## config.mk

```make
export PLATFORM = sky130hd
export DESIGN_NAME = pwmet_core
export DESIGN_NICKNAME = d
export VERILOG_FILES = /design/src/verilog/pwmet_pkg.sv /design/src/verilog/pwmet_edge_if.sv /design/src/verilog/pwmet_core.sv /design/src/verilog/pwmet_edge_calc.sv
export SDC_FILE = /design/constraint.sdc
export NUM_CORES = 1
export LEC_CHECK = 0
export ABC_CLOCK_PERIOD_IN_PS = 10400
export BUFFER_PORTS_ARGS = -buffer_cell sky130_fd_sc_hd__buf_2
export CAP_MARGIN = 10
export CORE_MARGIN = 5
export CORE_UTILIZATION = 65
export CTS_BUF_LIST = sky130_fd_sc_hd__clkbuf_4
export CTS_CLUSTER_DIAMETER = 120
export DETAILED_ROUTE_END_ITERATION = 12
export PLACE_DENSITY = 0.86
export SYNTH_ARGS = -nofsm -noshare
export SYNTH_HDL_FRONTEND = slang
export SYNTH_SLANG_ARGS = --single-unit
```

## constraint.sdc

```tcl
create_clock -name aclk -period 10.4 [get_ports aclk]
set_input_delay 2.08 -clock aclk [delete_from_list [all_inputs] [get_ports aclk]]
set_output_delay 2.08 -clock aclk [all_outputs]
set_load 0.05 [all_outputs]
```

## src/verilog/pwmet_pkg.sv

```systemverilog
// Shared constants and types for the drive edge timing block
package pwmet_pkg;

    ////////////////////////////////////////////////////////////////////////
    // Edge time format
    localparam int HI_W           = 8;
    localparam int LO_W           = 4;
    localparam int TIME_W         = HI_W + LO_W;
    localparam int SET_LO_MSB     = 7;
    localparam int SET_LO_LSB     = 4;
    localparam int SET_MOD_EN_BIT = 3;
    localparam int SET_SIGN_BIT   = 2;
    localparam int N_EDGE         = 5;

    // Edge slots
    localparam int E_A_RISE = 0;
    localparam int E_A_FALL = 1;
    localparam int E_B_RISE = 2;
    localparam int E_B_FALL = 3;
    localparam int E_C_RISE = 4;

    ////////////////////////////////////////////////////////////////////////
    // Timing: edge resolution and clock period in ns
    localparam int RES_NS     = 5;
    localparam int CLK_NS     = 20;
    localparam int TICK_UNITS = (CLK_NS + RES_NS - 1) / RES_NS;

    ////////////////////////////////////////////////////////////////////////
    // Register indices; byte address is four times the index
    localparam int IDX_W = 8;
    localparam logic [IDX_W-1:0] IDX_A_RISE_HI  = 8'h41;
    localparam logic [IDX_W-1:0] IDX_A_RISE_SET = 8'h42;
    localparam logic [IDX_W-1:0] IDX_A_FALL_HI  = 8'h43;
    localparam logic [IDX_W-1:0] IDX_A_FALL_SET = 8'h44;
    localparam logic [IDX_W-1:0] IDX_B_RISE_HI  = 8'h45;
    localparam logic [IDX_W-1:0] IDX_B_RISE_SET = 8'h46;
    localparam logic [IDX_W-1:0] IDX_B_FALL_HI  = 8'h47;
    localparam logic [IDX_W-1:0] IDX_B_FALL_SET = 8'h48;
    localparam logic [IDX_W-1:0] IDX_C_RISE_HI  = 8'h49;
    localparam logic [IDX_W-1:0] IDX_C_RISE_SET = 8'h4A;
    localparam logic [IDX_W-1:0] IDX_PERIOD     = 8'h60;
    localparam logic [IDX_W-1:0] IDX_STATUS     = 8'h61;

    localparam logic [IDX_W-1:0] HI_IDX  [N_EDGE] = '{IDX_A_RISE_HI, IDX_A_FALL_HI, IDX_B_RISE_HI,
                                                       IDX_B_FALL_HI, IDX_C_RISE_HI};
    localparam logic [IDX_W-1:0] SET_IDX [N_EDGE] = '{IDX_A_RISE_SET, IDX_A_FALL_SET, IDX_B_RISE_SET,
                                                       IDX_B_FALL_SET, IDX_C_RISE_SET};

    ////////////////////////////////////////////////////////////////////////
    // Reset values, status layout and bus answers
    localparam logic [HI_W-1:0]   REG_RST     = 8'h00;
    localparam logic [TIME_W-1:0] PERIOD_RST  = 12'h03E8;
    localparam int                STAT_PH_LSB = 16;
    localparam logic [1:0]        RESP_OKAY   = 2'h0;
    localparam logic [1:0]        RESP_SLVERR = 2'h2;

    typedef logic [TIME_W-1:0] pwmet_time_t;

endpackage
```

## src/verilog/pwmet_edge_if.sv

```systemverilog
// Bundle between register core and edge offset calculator
`timescale 1ns/10ps
interface pwmet_edge_if;
    import pwmet_pkg::*;
    pwmet_time_t [N_EDGE-1:0] base;
    logic        [N_EDGE-1:0] mod_en;
    logic        [N_EDGE-1:0] sign;
    pwmet_time_t              mod_amt;
    pwmet_time_t [N_EDGE-1:0] eff;
    modport ctl  (output base, output mod_en, output sign, output mod_amt, input eff);
    modport calc (input base, input mod_en, input sign, input mod_amt, output eff);
endinterface

```

## src/verilog/pwmet_core.sv

```systemverilog
// Drive edge timing registers, AXI4-Lite slave and period edge generator
//
// The AXI4-Lite register port was left to the implementer.
`timescale 1ns/10ps
module pwmet_core
    import pwmet_pkg::*;
#(
    parameter int          ADDR_W      = 12,
    parameter pwmet_time_t PERIOD_INIT = PERIOD_RST
)
(
    input  wire logic                     aclk,
    input  wire logic                     aresetn,
    input  wire logic [ADDR_W-1:0]        s_axi_awaddr,
    input  wire logic [2:0]               s_axi_awprot,
    input  wire logic                     s_axi_awvalid,
    output logic                          s_axi_awready,
    input  wire logic [31:0]              s_axi_wdata,
    input  wire logic [3:0]               s_axi_wstrb,
    input  wire logic                     s_axi_wvalid,
    output logic                          s_axi_wready,
    output logic [1:0]                    s_axi_bresp,
    output logic                          s_axi_bvalid,
    input  wire logic                     s_axi_bready,
    input  wire logic [ADDR_W-1:0]        s_axi_araddr,
    input  wire logic [2:0]               s_axi_arprot,
    input  wire logic                     s_axi_arvalid,
    output logic                          s_axi_arready,
    output logic [31:0]                   s_axi_rdata,
    output logic [1:0]                    s_axi_rresp,
    output logic                          s_axi_rvalid,
    input  wire logic                     s_axi_rready,
    input  wire logic [TIME_W-1:0]        mod_amount,
    output logic                          period_start,
    output logic [N_EDGE*TIME_W-1:0]      edge_time,
    output logic                          first_switch_drive,
    output logic                          second_switch_drive,
    output logic                          third_switch_drive
);

    if (ADDR_W <= IDX_W + 2)
    begin : g_bad_addr
        $error("ADDR_W too small for register map");
    end
    if (PERIOD_INIT <= TICK_UNITS)
    begin : g_bad_period
        $error("PERIOD_INIT must exceed one clock of time counts");
    end

    localparam logic [TIME_W:0] TICK = (TIME_W+1)'(TICK_UNITS);

    ////////////////////////////////////////////////////////////////////////
    // Declarations
    logic              aw_full_r, aw_full_nxt, w_full_r, w_full_nxt;
    logic [ADDR_W-1:0] aw_addr_r, aw_addr_nxt;
    logic [31:0]       w_data_r, w_data_nxt;
    logic [3:0]        w_strb_r, w_strb_nxt;
    logic              awready_r, awready_nxt, wready_r, wready_nxt;
    logic              bvalid_r, bvalid_nxt, arready_r, arready_nxt, rvalid_r, rvalid_nxt;
    logic [1:0]        bresp_r, bresp_nxt, rresp_r, rresp_nxt;
    logic [31:0]       rdata_r, rdata_nxt;
    logic              wr_fire, wr_ok, wr_upper_zero, rd_upper_zero;
    logic [IDX_W-1:0]  wr_idx, rd_idx;

    logic [HI_W-1:0]          time_hi_r [N_EDGE];
    logic [HI_W-1:0]          setting_r [N_EDGE];
    logic [N_EDGE-1:0]        hit_hi, hit_set, fire;
    pwmet_time_t              period_len_r, period_len_nxt;
    pwmet_time_t              phase_r, phase_nxt;
    pwmet_time_t [N_EDGE-1:0] active_r, active_nxt;
    logic [TIME_W:0]          phase_step;
    logic                     wrap;
    logic                     start_r, start_nxt;
    logic                     drv_a_r, drv_a_nxt, drv_b_r, drv_b_nxt, drv_c_r, drv_c_nxt;

    pwmet_edge_if eif ();

    pwmet_edge_calc u_calc (
        .aclk    (aclk),
        .aresetn (aresetn),
        .eif     (eif)
    );

    ////////////////////////////////////////////////////////////////////////
    // Address decode
    assign wr_idx        = aw_addr_r[IDX_W+1:2];
    assign rd_idx        = s_axi_araddr[IDX_W+1:2];
    assign wr_upper_zero = (aw_addr_r[ADDR_W-1:IDX_W+2] == '0);
    assign rd_upper_zero = (s_axi_araddr[ADDR_W-1:IDX_W+2] == '0);
    assign wr_fire       = aw_full_r && w_full_r && !bvalid_r;
    assign wr_ok         = wr_upper_zero && ((|hit_hi) || (|hit_set) || (wr_idx == IDX_PERIOD));

    ////////////////////////////////////////////////////////////////////////
    // Per edge registers and edge detection
    for (genvar e = 0; e < N_EDGE; e++)
    begin : g_edge
        logic [HI_W-1:0] hi_nxt;
        logic [HI_W-1:0] set_nxt;
        assign hit_hi[e]  = wr_upper_zero && (wr_idx == HI_IDX[e]);
        assign hit_set[e] = wr_upper_zero && (wr_idx == SET_IDX[e]);
        always_comb
        begin
            hi_nxt  = time_hi_r[e];
            set_nxt = setting_r[e];
            if (wr_fire && w_strb_r[0] && hit_hi[e])
                hi_nxt = w_data_r[HI_W-1:0];
            if (wr_fire && w_strb_r[0] && hit_set[e])
                set_nxt = w_data_r[HI_W-1:0];
        end
        always_ff @(posedge aclk)
        begin
            if (!aresetn)
            begin
                time_hi_r[e] <= REG_RST;
                setting_r[e] <= REG_RST;
            end
            else
            begin
                time_hi_r[e] <= hi_nxt;
                setting_r[e] <= set_nxt;
            end
        end
        assign eif.base[e]   = {time_hi_r[e], setting_r[e][SET_LO_MSB:SET_LO_LSB]};
        assign eif.mod_en[e] = setting_r[e][SET_MOD_EN_BIT];
        assign eif.sign[e]   = setting_r[e][SET_SIGN_BIT];
        assign fire[e]       = (active_r[e] >= phase_r) && ({1'b0, active_r[e]} < phase_step);
    end
    assign eif.mod_amt = mod_amount;

    ////////////////////////////////////////////////////////////////////////
    // AXI4-Lite write and read channels
    always_comb
    begin
        aw_full_nxt    = aw_full_r;
        aw_addr_nxt    = aw_addr_r;
        w_full_nxt     = w_full_r;
        w_data_nxt     = w_data_r;
        w_strb_nxt     = w_strb_r;
        bvalid_nxt     = bvalid_r;
        bresp_nxt      = bresp_r;
        period_len_nxt = period_len_r;
        if (s_axi_awvalid && awready_r)
        begin
            aw_full_nxt = 1'b1;
            aw_addr_nxt = s_axi_awaddr;
        end
        if (s_axi_wvalid && wready_r)
        begin
            w_full_nxt = 1'b1;
            w_data_nxt = s_axi_wdata;
            w_strb_nxt = s_axi_wstrb;
        end
        if (bvalid_r && s_axi_bready)
            bvalid_nxt = 1'b0;
        if (wr_fire)
        begin
            bvalid_nxt  = 1'b1;
            bresp_nxt   = wr_ok ? RESP_OKAY : RESP_SLVERR;
            aw_full_nxt = 1'b0;
            w_full_nxt  = 1'b0;
            if (wr_upper_zero && (wr_idx == IDX_PERIOD))
            begin
                if (w_strb_r[0])
                    period_len_nxt[HI_W-1:0] = w_data_r[HI_W-1:0];
                if (w_strb_r[1])
                    period_len_nxt[TIME_W-1:HI_W] = w_data_r[TIME_W-1:HI_W];
            end
        end
        awready_nxt = !aw_full_nxt && !bvalid_nxt;
        wready_nxt  = !w_full_nxt && !bvalid_nxt;
    end

    always_comb
    begin
        arready_nxt = arready_r;
        rvalid_nxt  = rvalid_r;
        rdata_nxt   = rdata_r;
        rresp_nxt   = rresp_r;
        if (rvalid_r && s_axi_rready)
        begin
            rvalid_nxt  = 1'b0;
            arready_nxt = 1'b1;
        end
        if (s_axi_arvalid && arready_r)
        begin
            arready_nxt = 1'b0;
            rvalid_nxt  = 1'b1;
            rdata_nxt   = '0;
            rresp_nxt   = rd_upper_zero ? RESP_OKAY : RESP_SLVERR;
            if (rd_upper_zero && (rd_idx == IDX_PERIOD))
                rdata_nxt[TIME_W-1:0] = period_len_r;
            else if (rd_upper_zero && (rd_idx == IDX_STATUS))
                rdata_nxt = {4'h0, phase_r, 13'h0000, drv_c_r, drv_b_r, drv_a_r};
            else
            begin
                rresp_nxt = RESP_SLVERR;
                for (int e = 0; e < N_EDGE; e++)
                begin
                    if (rd_upper_zero && (rd_idx == HI_IDX[e]))
                    begin
                        rdata_nxt[HI_W-1:0] = time_hi_r[e];
                        rresp_nxt           = RESP_OKAY;
                    end
                    if (rd_upper_zero && (rd_idx == SET_IDX[e]))
                    begin
                        rdata_nxt[HI_W-1:0] = setting_r[e];
                        rresp_nxt           = RESP_OKAY;
                    end
                end
            end
        end
        // Address taken whenever no answer is pending, but not in the first clock after reset
        arready_nxt = !rvalid_nxt;
    end

    ////////////////////////////////////////////////////////////////////////
    // Period counter in time counts and drive outputs
    always_comb
    begin
        phase_step = {1'b0, phase_r} + TICK;
        wrap       = (phase_step >= {1'b0, period_len_r});
        phase_nxt  = wrap ? '0 : phase_step[TIME_W-1:0];
        active_nxt = wrap ? eif.eff : active_r;
        start_nxt  = wrap;
        drv_a_nxt  = drv_a_r;
        drv_b_nxt  = drv_b_r;
        drv_c_nxt  = drv_c_r;
        if (fire[E_A_RISE])
            drv_a_nxt = 1'b1;
        if (fire[E_A_FALL])
            drv_a_nxt = 1'b0;
        if (fire[E_B_RISE])
            drv_b_nxt = 1'b1;
        if (fire[E_B_FALL])
            drv_b_nxt = 1'b0;
        if (wrap)
            drv_c_nxt = 1'b0;
        if (fire[E_C_RISE])
            drv_c_nxt = 1'b1;
    end

    always_ff @(posedge aclk)
    begin
        if (!aresetn)
        begin
            aw_full_r    <= 1'b0;
            aw_addr_r    <= '0;
            w_full_r     <= 1'b0;
            w_data_r     <= '0;
            w_strb_r     <= '0;
            awready_r    <= 1'b0;
            wready_r     <= 1'b0;
            bvalid_r     <= 1'b0;
            bresp_r      <= RESP_OKAY;
            arready_r    <= 1'b0;
            rvalid_r     <= 1'b0;
            rdata_r      <= '0;
            rresp_r      <= RESP_OKAY;
            period_len_r <= PERIOD_INIT;
            phase_r      <= '0;
            active_r     <= '0;
            start_r      <= 1'b0;
            drv_a_r      <= 1'b0;
            drv_b_r      <= 1'b0;
            drv_c_r      <= 1'b0;
        end
        else
        begin
            aw_full_r    <= aw_full_nxt;
            aw_addr_r    <= aw_addr_nxt;
            w_full_r     <= w_full_nxt;
            w_data_r     <= w_data_nxt;
            w_strb_r     <= w_strb_nxt;
            awready_r    <= awready_nxt;
            wready_r     <= wready_nxt;
            bvalid_r     <= bvalid_nxt;
            bresp_r      <= bresp_nxt;
            arready_r    <= arready_nxt;
            rvalid_r     <= rvalid_nxt;
            rdata_r      <= rdata_nxt;
            rresp_r      <= rresp_nxt;
            period_len_r <= period_len_nxt;
            phase_r      <= phase_nxt;
            active_r     <= active_nxt;
            start_r      <= start_nxt;
            drv_a_r      <= drv_a_nxt;
            drv_b_r      <= drv_b_nxt;
            drv_c_r      <= drv_c_nxt;
        end
    end

    assign s_axi_awready       = awready_r;
    assign s_axi_wready        = wready_r;
    assign s_axi_bvalid        = bvalid_r;
    assign s_axi_bresp         = bresp_r;
    assign s_axi_arready       = arready_r;
    assign s_axi_rvalid        = rvalid_r;
    assign s_axi_rdata         = rdata_r;
    assign s_axi_rresp         = rresp_r;
    assign period_start        = start_r;
    assign edge_time           = active_r;
    assign first_switch_drive  = drv_a_r;
    assign second_switch_drive = drv_b_r;
    assign third_switch_drive  = drv_c_r;
endmodule

```

## src/verilog/pwmet_edge_calc.sv

```systemverilog
// Applies loop modulation offset to each programmed edge time
`timescale 1ns/10ps
module pwmet_edge_calc
    import pwmet_pkg::*;
(
    input wire logic aclk,
    input wire logic aresetn,
    pwmet_edge_if.calc eif
);

    pwmet_time_t [N_EDGE-1:0] eff_r;
    pwmet_time_t [N_EDGE-1:0] eff_nxt;

    ////////////////////////////////////////////////////////////////////////
    // Saturating offset per edge
    for (genvar e = 0; e < N_EDGE; e++)
    begin : g_edge
        logic [TIME_W:0] later;
        logic [TIME_W:0] earlier;
        assign later   = {1'b0, eif.base[e]} + {1'b0, eif.mod_amt};
        assign earlier = {1'b0, eif.base[e]} - {1'b0, eif.mod_amt};
        always_comb
        begin
            if (!eif.mod_en[e])
                eff_nxt[e] = eif.base[e];
            else if (eif.sign[e])
                eff_nxt[e] = later[TIME_W] ? '1 : later[TIME_W-1:0];
            else
                eff_nxt[e] = earlier[TIME_W] ? '0 : earlier[TIME_W-1:0];
        end
    end

    always_ff @(posedge aclk)
    begin
        if (!aresetn)
            eff_r <= '0;
        else
            eff_r <= eff_nxt;
    end

    assign eif.eff = eff_r;
endmodule

```

==> results of run 1 <==
-- layout make-up --
| class | instances | area (sq um) | area share |
|---|---|---|---|
| Antenna cell | 5 | 12.51 | 0.0005858 |
| Clock buffer | 104 | 780.7 | 0.03655 |
| Clock inverter | 22 | 118.9 | 0.005565 |
| Inverter | 121 | 454.2 | 0.02126 |
| Multi-Input combinational cell | 1795 | 13060 | 0.6113 |
| Sequential cell | 281 | 5625 | 0.2634 |
| Tap cell | 390 | 488.0 | 0.02285 |
| Timing Repair Buffer | 157 | 822.0 | 0.03849 |
-- flip-flops by register name (all words and copies together) (netlist names), 2 cells and up --
| name | count |
|---|---|
| setting_r | 40 |
| aw_addr_r | 10 |
| w_strb_r | 2 |
| period_len_r | 12 |
| s_axi_rdata | 22 |
| phase_r | 10 |
| edge_time | 60 |
| u_calc.eif.eff | 60 |
| time_hi_r | 40 |
| w_data_r | 12 |
-- cell usage after synthesis, types with 42 or more instances --
master / number
nor2b_1: 175
nand2_1: 158
o21a_1: 42
clkbuf_1: 83
inv_1: 121
a21oi_1: 129
ha_1: 231
xnor2_1: 60
o21ai_0: 149
nand3_1: 46
a21boi_0: 44
nor3_1: 42
dfxtp_1: 281
mux2i_1: 155
nor2_1: 126
-- report_power, final --
group	internal [uW]	switching [uW]	total [uW]
registers	1090	20.3	1110
clock network	486	462	948
logic	89.9	181	271
-- cells by family (layout without fill, tap and decap cells) --
family | after synthesis | after routing
fa+ha+maj | 241 | 241
buf+inv | 256 | 404
simple gates | 675 | 675
xor+xnor | 78 | 78
flops | 281 | 281
mux | 158 | 158
compound gates | 631 | 631
other cells | 1 | 17
-- how the worst max path moves through the flow --
stage                     slack (ps)                       endpoint
after detailed placement        4830  u_calc.eif.eff[59]$_SDFF_PN0_
after global routing            4880      edge_time[0]$_SDFFE_PN0P_
after floorplan                 5860  u_calc.eif.eff[23]$_SDFF_PN0_
after CTS                       5170     edge_time[25]$_SDFFE_PN0P_
after global placement          4890  u_calc.eif.eff[59]$_SDFF_PN0_
final                           5060     edge_time[25]$_SDFFE_PN0P_
-- per-layer routing --
metal  share of wire  track usage  routed length (microns)
met2            0.42       0.5479                    27510
met4           0.059       0.1976                     3835
met3            0.11      0.08249                     7171
met5          0.0016            0                      107
met1            0.41       0.5064                    26330
-- per-stage QoR --
stage | utilization | cell area [sq um] | worst slack (ps)
final | 0.7168 | 21360 | 5064
after detailed placement | 0.6862 | 20450 | 4829
after floorplan | - | 19800 | 5861
after CTS | 0.7164 | 21350 | 5170
after global placement | 0.6862 | 20450 | 4888
after global routing | 0.7166 | 21350 | 4885
-- worst max-delay path, stage by stage (launching register included) --
cell,delay (ps)
dfxtp_1,300
buf_4,190
inv_1,400
nor3_1,190
xnor2_1,850
inv_1,190
ha_1,360
and3_1,200
a2111oi_2,350
a21oi_1,160
a2111oi_4,750
buf_4,810
mux2i_1,300
nor2b_1,70
==> impl_metrics.toml, run 1 <==
[logic_synthesis]
syn_inst = 2321
yosys.area.top_type = "dfxtp_1"
synth-compound-area-share = 0.2115
muxShareOfSynthArea = 0.08022
yosys.area_share.simple = 0.1758
synthXorXnorAreaFrac = 0.03457
synth_area_leaders = "dfxtp_1 28%, ha_1 15%, mux2i_1 7.9%"
synthAdderAreaFrac = 0.1564
synth_top_family_by_area = "compound AO/OA/AOI/OAI gates"
synth_top_area_share = 0.2847
synth_area_sq_um = 19760
avgSynthCellArea_sq_um = 8.514
async_flop_share = 0
synth_edf_count = 0
synth_flop_cell = "dfxtp_1"
synth_cell_types = 91
synth_seq_cells = 281
ys.warnings.count = 0
ys_seq_area_frac = 0.2847

[route]
wl_per_cell_microns = 22.59
drt_iter0_drc = 1860
via_per_inst = 6.421
ant_nets = 0
drc = 0
dr.pass1.iters = 9
wirelength_microns = 64960
vias = 18460

[setup_path]
ff2ff_setup_slack_ps = 5060
r2r_cells = 13
arrival_ps = 5920
crit_path_start_kind = "flip-flop"
endpoint_kind = "flip-flop"
startpoint = "phase_r[2]$_SDFF_PP0_"
r2r-end = "edge_time[25]$_SDFFE_PN0P_"
worst-endpoint-required_ps = 10980
critPathKind = "flip-flop to flip-flop"
crit_fanout = 56
crit-reg2reg-launch = "phase_r[2]$_SDFF_PP0_"

[clock_network]
hold_buffers = 0
cts_resized = 0
cts_root_buffer = "clkbuf_4"
clkSinkCount = 281
cts_buffers = 75
post-cts-setup-buffer-count = 0
cts_tree = "built"
clock_latency_ps = 710
cts_htree_levels = 3
clk_path_buf_depth = 3
path_clk_slew_ps = 70

[global_routing]
grt_max_degree = 157
grt_pass1_vias = 17390
grt_first_pass_wirelength_microns = 98830
antenna_found_initial = 6
grt.overflow.total = 0
track_usage = 0.3711

[sta]
whs_ps = 461.3
drv_slew = 0
tns_ps = 0
worst_slew_pin_slew_ps = 1048
rsz0062_at_grt = "false"
min_period_ps = 5336
max_slew_margin = 0.2963
setup_viol = 0
fin_crit_sh = 0.5131
hold_viol_final = 0
fin_skew_ps = 47.78
timing.fmax_ghz = 0.1874

[power_and_ir_drop]
power_uw = 2327
power_density_nw_per_um2 = 108.9
p_leak_uw = 0.009475
max-vdd-ir-drop_mv = 0.1063

[hold_path]
holdPathStages = 2
hold_class = "flip-flop to flip-flop"
min_to = "s_axi_rdata[25]$_SDFFE_PN0P_"
min-delay-start = "s_axi_rdata[25]$_SDFFE_PN0P_"

[cells_and_area]
fillCellCount = 2350
layout_commonest_cell = "dfxtp_1"
drive_above_1_share = 0.1238
nNetsFinal = 2757
final_cells = 2875
most-common-layout-cells = "281 x dfxtp_1, 231 x ha_1, 175 x nor2b_1, 158 x nand2_1, 155 x mux2i_1"
syn_to_final_growth_pct = 8.085

[floorplan]
start_util = 0.6632
dieArea_sq_um = 33990
fp.dieH_microns = 184.4
die_x_microns = 184.4
row_count = 63
top_level_ports = 190
core_sq_um = 29800

[flow_run]
max_cap_violations = 0

[place]
io_buffers = 145
finalWeightedCongestion = 1.002
dp_hpwl_microns = 47570
dp_cells = 2744

[outcome]
status = "finished, final reports clean"
(Power assumes the default switching activity.)
==> run 2: changes to the inputs <==
ABC_AREA = 1   (was not set)
ABC_CLOCK_PERIOD_IN_PS = 4450   (was 10400)
CORE_UTILIZATION = 56   (was 65)
PLACE_DENSITY = 0.79   (was 0.86)
clock period = 4.45 ns   (was 10.4 ns; I/O delays follow)
==> impl_metrics.toml, run 2 <==
[outcome]
status = "finished, final reports clean"

[route]
wirelength_microns = 71380
drt_iter0_drc = 2120
dr.pass1.iters = 7
drc = 0
via_per_inst = 6.012
vias = 20670
wl_per_cell_microns = 20.76
ant_nets = 0

[logic_synthesis]
synth_cell_types = 50
avgSynthCellArea_sq_um = 7.038
ys.warnings.count = 0
syn_inst = 2763
async_flop_share = 0
synth.most_common_cell = "nand2_1"
yosys-top-cells-count = "445 x nand2_1, 309 x inv_1, 289 x a21oi_1, 281 x dfxtp_1, 278 x nand3_1"
ys_seq_area_frac = 0.2893
synth_area_sq_um = 19450
synth_flop_cell = "dfxtp_1"
synth_area_leaders = "dfxtp_1 29%, ha_1 15%, nand2_1 8.6%"
synth_seq_cells = 281
synth_top_area_share = 0.2893
yosys.area.top_type = "dfxtp_1"
synth_edf_count = 0

[global_routing]
grt_pass1_vias = 19300
gr-usage-met3 = 0.07709
antenna_found_initial = 5
grt_max_degree = 162
busiest_layer = "met2"
grt.overflow.total = 0
met2_usage = 0.5398
grtUsageMet1 = 0.4685
grt_first_pass_wirelength_microns = 108300
track_usage = 0.3550

[power_and_ir_drop]
p_leak_uw = 0.01052
power_density_nw_per_um2 = 258.5
max-vdd-ir-drop_mv = 0.2244

[cells_and_area]
drive_above_1_share = 0.1204
final_area_sq_um = 21560
nNetsFinal = 3255
fillCellCount = 3207
most-common-layout-cells = "445 x nand2_1, 309 x inv_1, 289 x a21oi_1, 281 x dfxtp_1, 278 x nand3_1"
layout_commonest_cell = "nand2_1"
post-route-util = 0.6272
syn_to_final_growth_pct = 10.87

[setup_path]
crit-reg2reg-launch = "phase_r[4]$_SDFF_PP0_"
endpoint_kind = "flip-flop"
crit_path_start_kind = "flip-flop"
critPathKind = "flip-flop to flip-flop"
critPathBufInv = 3
crit_chain = "inv_1 > nor3_1 > nand2_1 > nor2_1 > nand3_1 > nor2_1 > nand2_1 > xor2_1 > inv_1 > ha_1 > nand4_2 > nor3_1 > nand2_1 > nand2_4 > clkinv_4 > nand2_2 > nor2_1"
path_delay_family = "simple AND/OR/NAND/NOR gates"
worst-endpoint-required_ps = 5060
startpoint = "phase_r[4]$_SDFF_PP0_"
crit_slowest_cell = "clkinv_4"
arrival_ps = 4280
crit_fanout = 63
crit_path_max_incr_delay_ps = 400

[clock_network]
clk_path_buf_depth = 3
post-cts-setup-buffer-count = 0
cts_root_buffer = "clkbuf_4"
clkSinkCount = 281
cts_tree = "built"
cts_buffers = 78
path_clk_slew_ps = 90
clock_latency_ps = 770
cts_resized = 0
hold_buffers = 0
cts_htree_levels = 3

[place]
dp_slack_ps = 705.4
postPlaceCellArea_sq_um = 20600
finalWeightedCongestion = 1.011
dp_hpwl_microns = 54100
io_buffers = 145

[sta]
min_period_ps = 3667
worst_slew_pin_slew_ps = 1180
max_slew_margin = 0.2093
fin_skew_ps = 50.75
setup_viol = 0
timing.fmax_ghz = 0.2727
tns_ps = 0
fin_crit_sh = 0.8241
hold_viol_final = 0
drv_slew = 0
rsz0062_at_grt = "false"
worst_slack_ps = 782.6

[floorplan]
die_x_microns = 196.3
start_util = 0.5657
fp.dieH_microns = 196.3
dieArea_sq_um = 38550
core_sq_um = 34370
top_level_ports = 190
row_count = 68

[flow_run]
max_cap_violations = 0

[hold_path]
min-delay-start = "s_axi_awaddr[11]"
hold_class = "input port to flip-flop"
[run 2: worst paths after layout]
check	to	slack, ps	cells past startpoint
hold reg to reg	edge_time[24]$_SDFFE_PN0P_	440	2
setup / recovery	phase_r[7]$_SDFF_PP0_	780	17
hold / removal	aw_addr_r[11]$_SDFFE_PN0P_	380	3
setup reg to reg	phase_r[7]$_SDFF_PP0_	780	17
[run 2: per-layer routing]
metal  up-vias  wire length (microns)
met3       223                   7233
met4         0                   4363
met1      9508                  29440
met2      1112                  30340
li1       9825                      -
met5         -                      0
[run 2: cell type report]
type / instances / area, sq um / share of cell area
Multi-Input combinational cell: 2049 / 12070 / 0.5597
Antenna cell: 2 / 5.005 / 0.0002321
Inverter: 329 / 1240 / 0.05751
Tap cell: 455 / 569.3 / 0.02641
Clock buffer: 106 / 795.8 / 0.03691
Timing Repair Buffer: 190 / 1095 / 0.05078
Clock inverter: 26 / 161.4 / 0.007487
Sequential cell: 281 / 5625 / 0.2609
[run 2: stage by stage]
step | std cells | power (uW) | hold slack (ps)
finish | 3438 | 5572 | 382.9
global route | 3437 | 5782 | 395.5
CTS | 3436 | 5583 | 326.4
detailed placement | 3304 | 3259 | 439.6
global placement | 3304 | 3248 | 434.3
floorplan | 2774 | 3033 | 424.0
[run 2: power breakdown]
| group | leakage, uW | internal (uW) | switching (uW) |
|---|---|---|---|
| Combinational | 0.00768 | 158 | 484 |
| Clock | 0.000569 | 1220 | 1130 |
| Sequential | 0.00227 | 2550 | 34.7 |
[run 2: worst min-delay path: stages]
cell,delay [ps]
buf_2,70
o21ai_0,70
nor2_1,80
[run 2: logic make-up after synthesis]
kind of cell / count (synthesis) / synth area share
other cells: 1 / 0.0001928
compound gates: 706 / 0.2060
fa+ha+maj: 241 / 0.1589
xor+xnor: 15 / 0.006756
simple gates: 1075 / 0.2466
flops: 281 / 0.2893
buf+inv: 444 / 0.09227
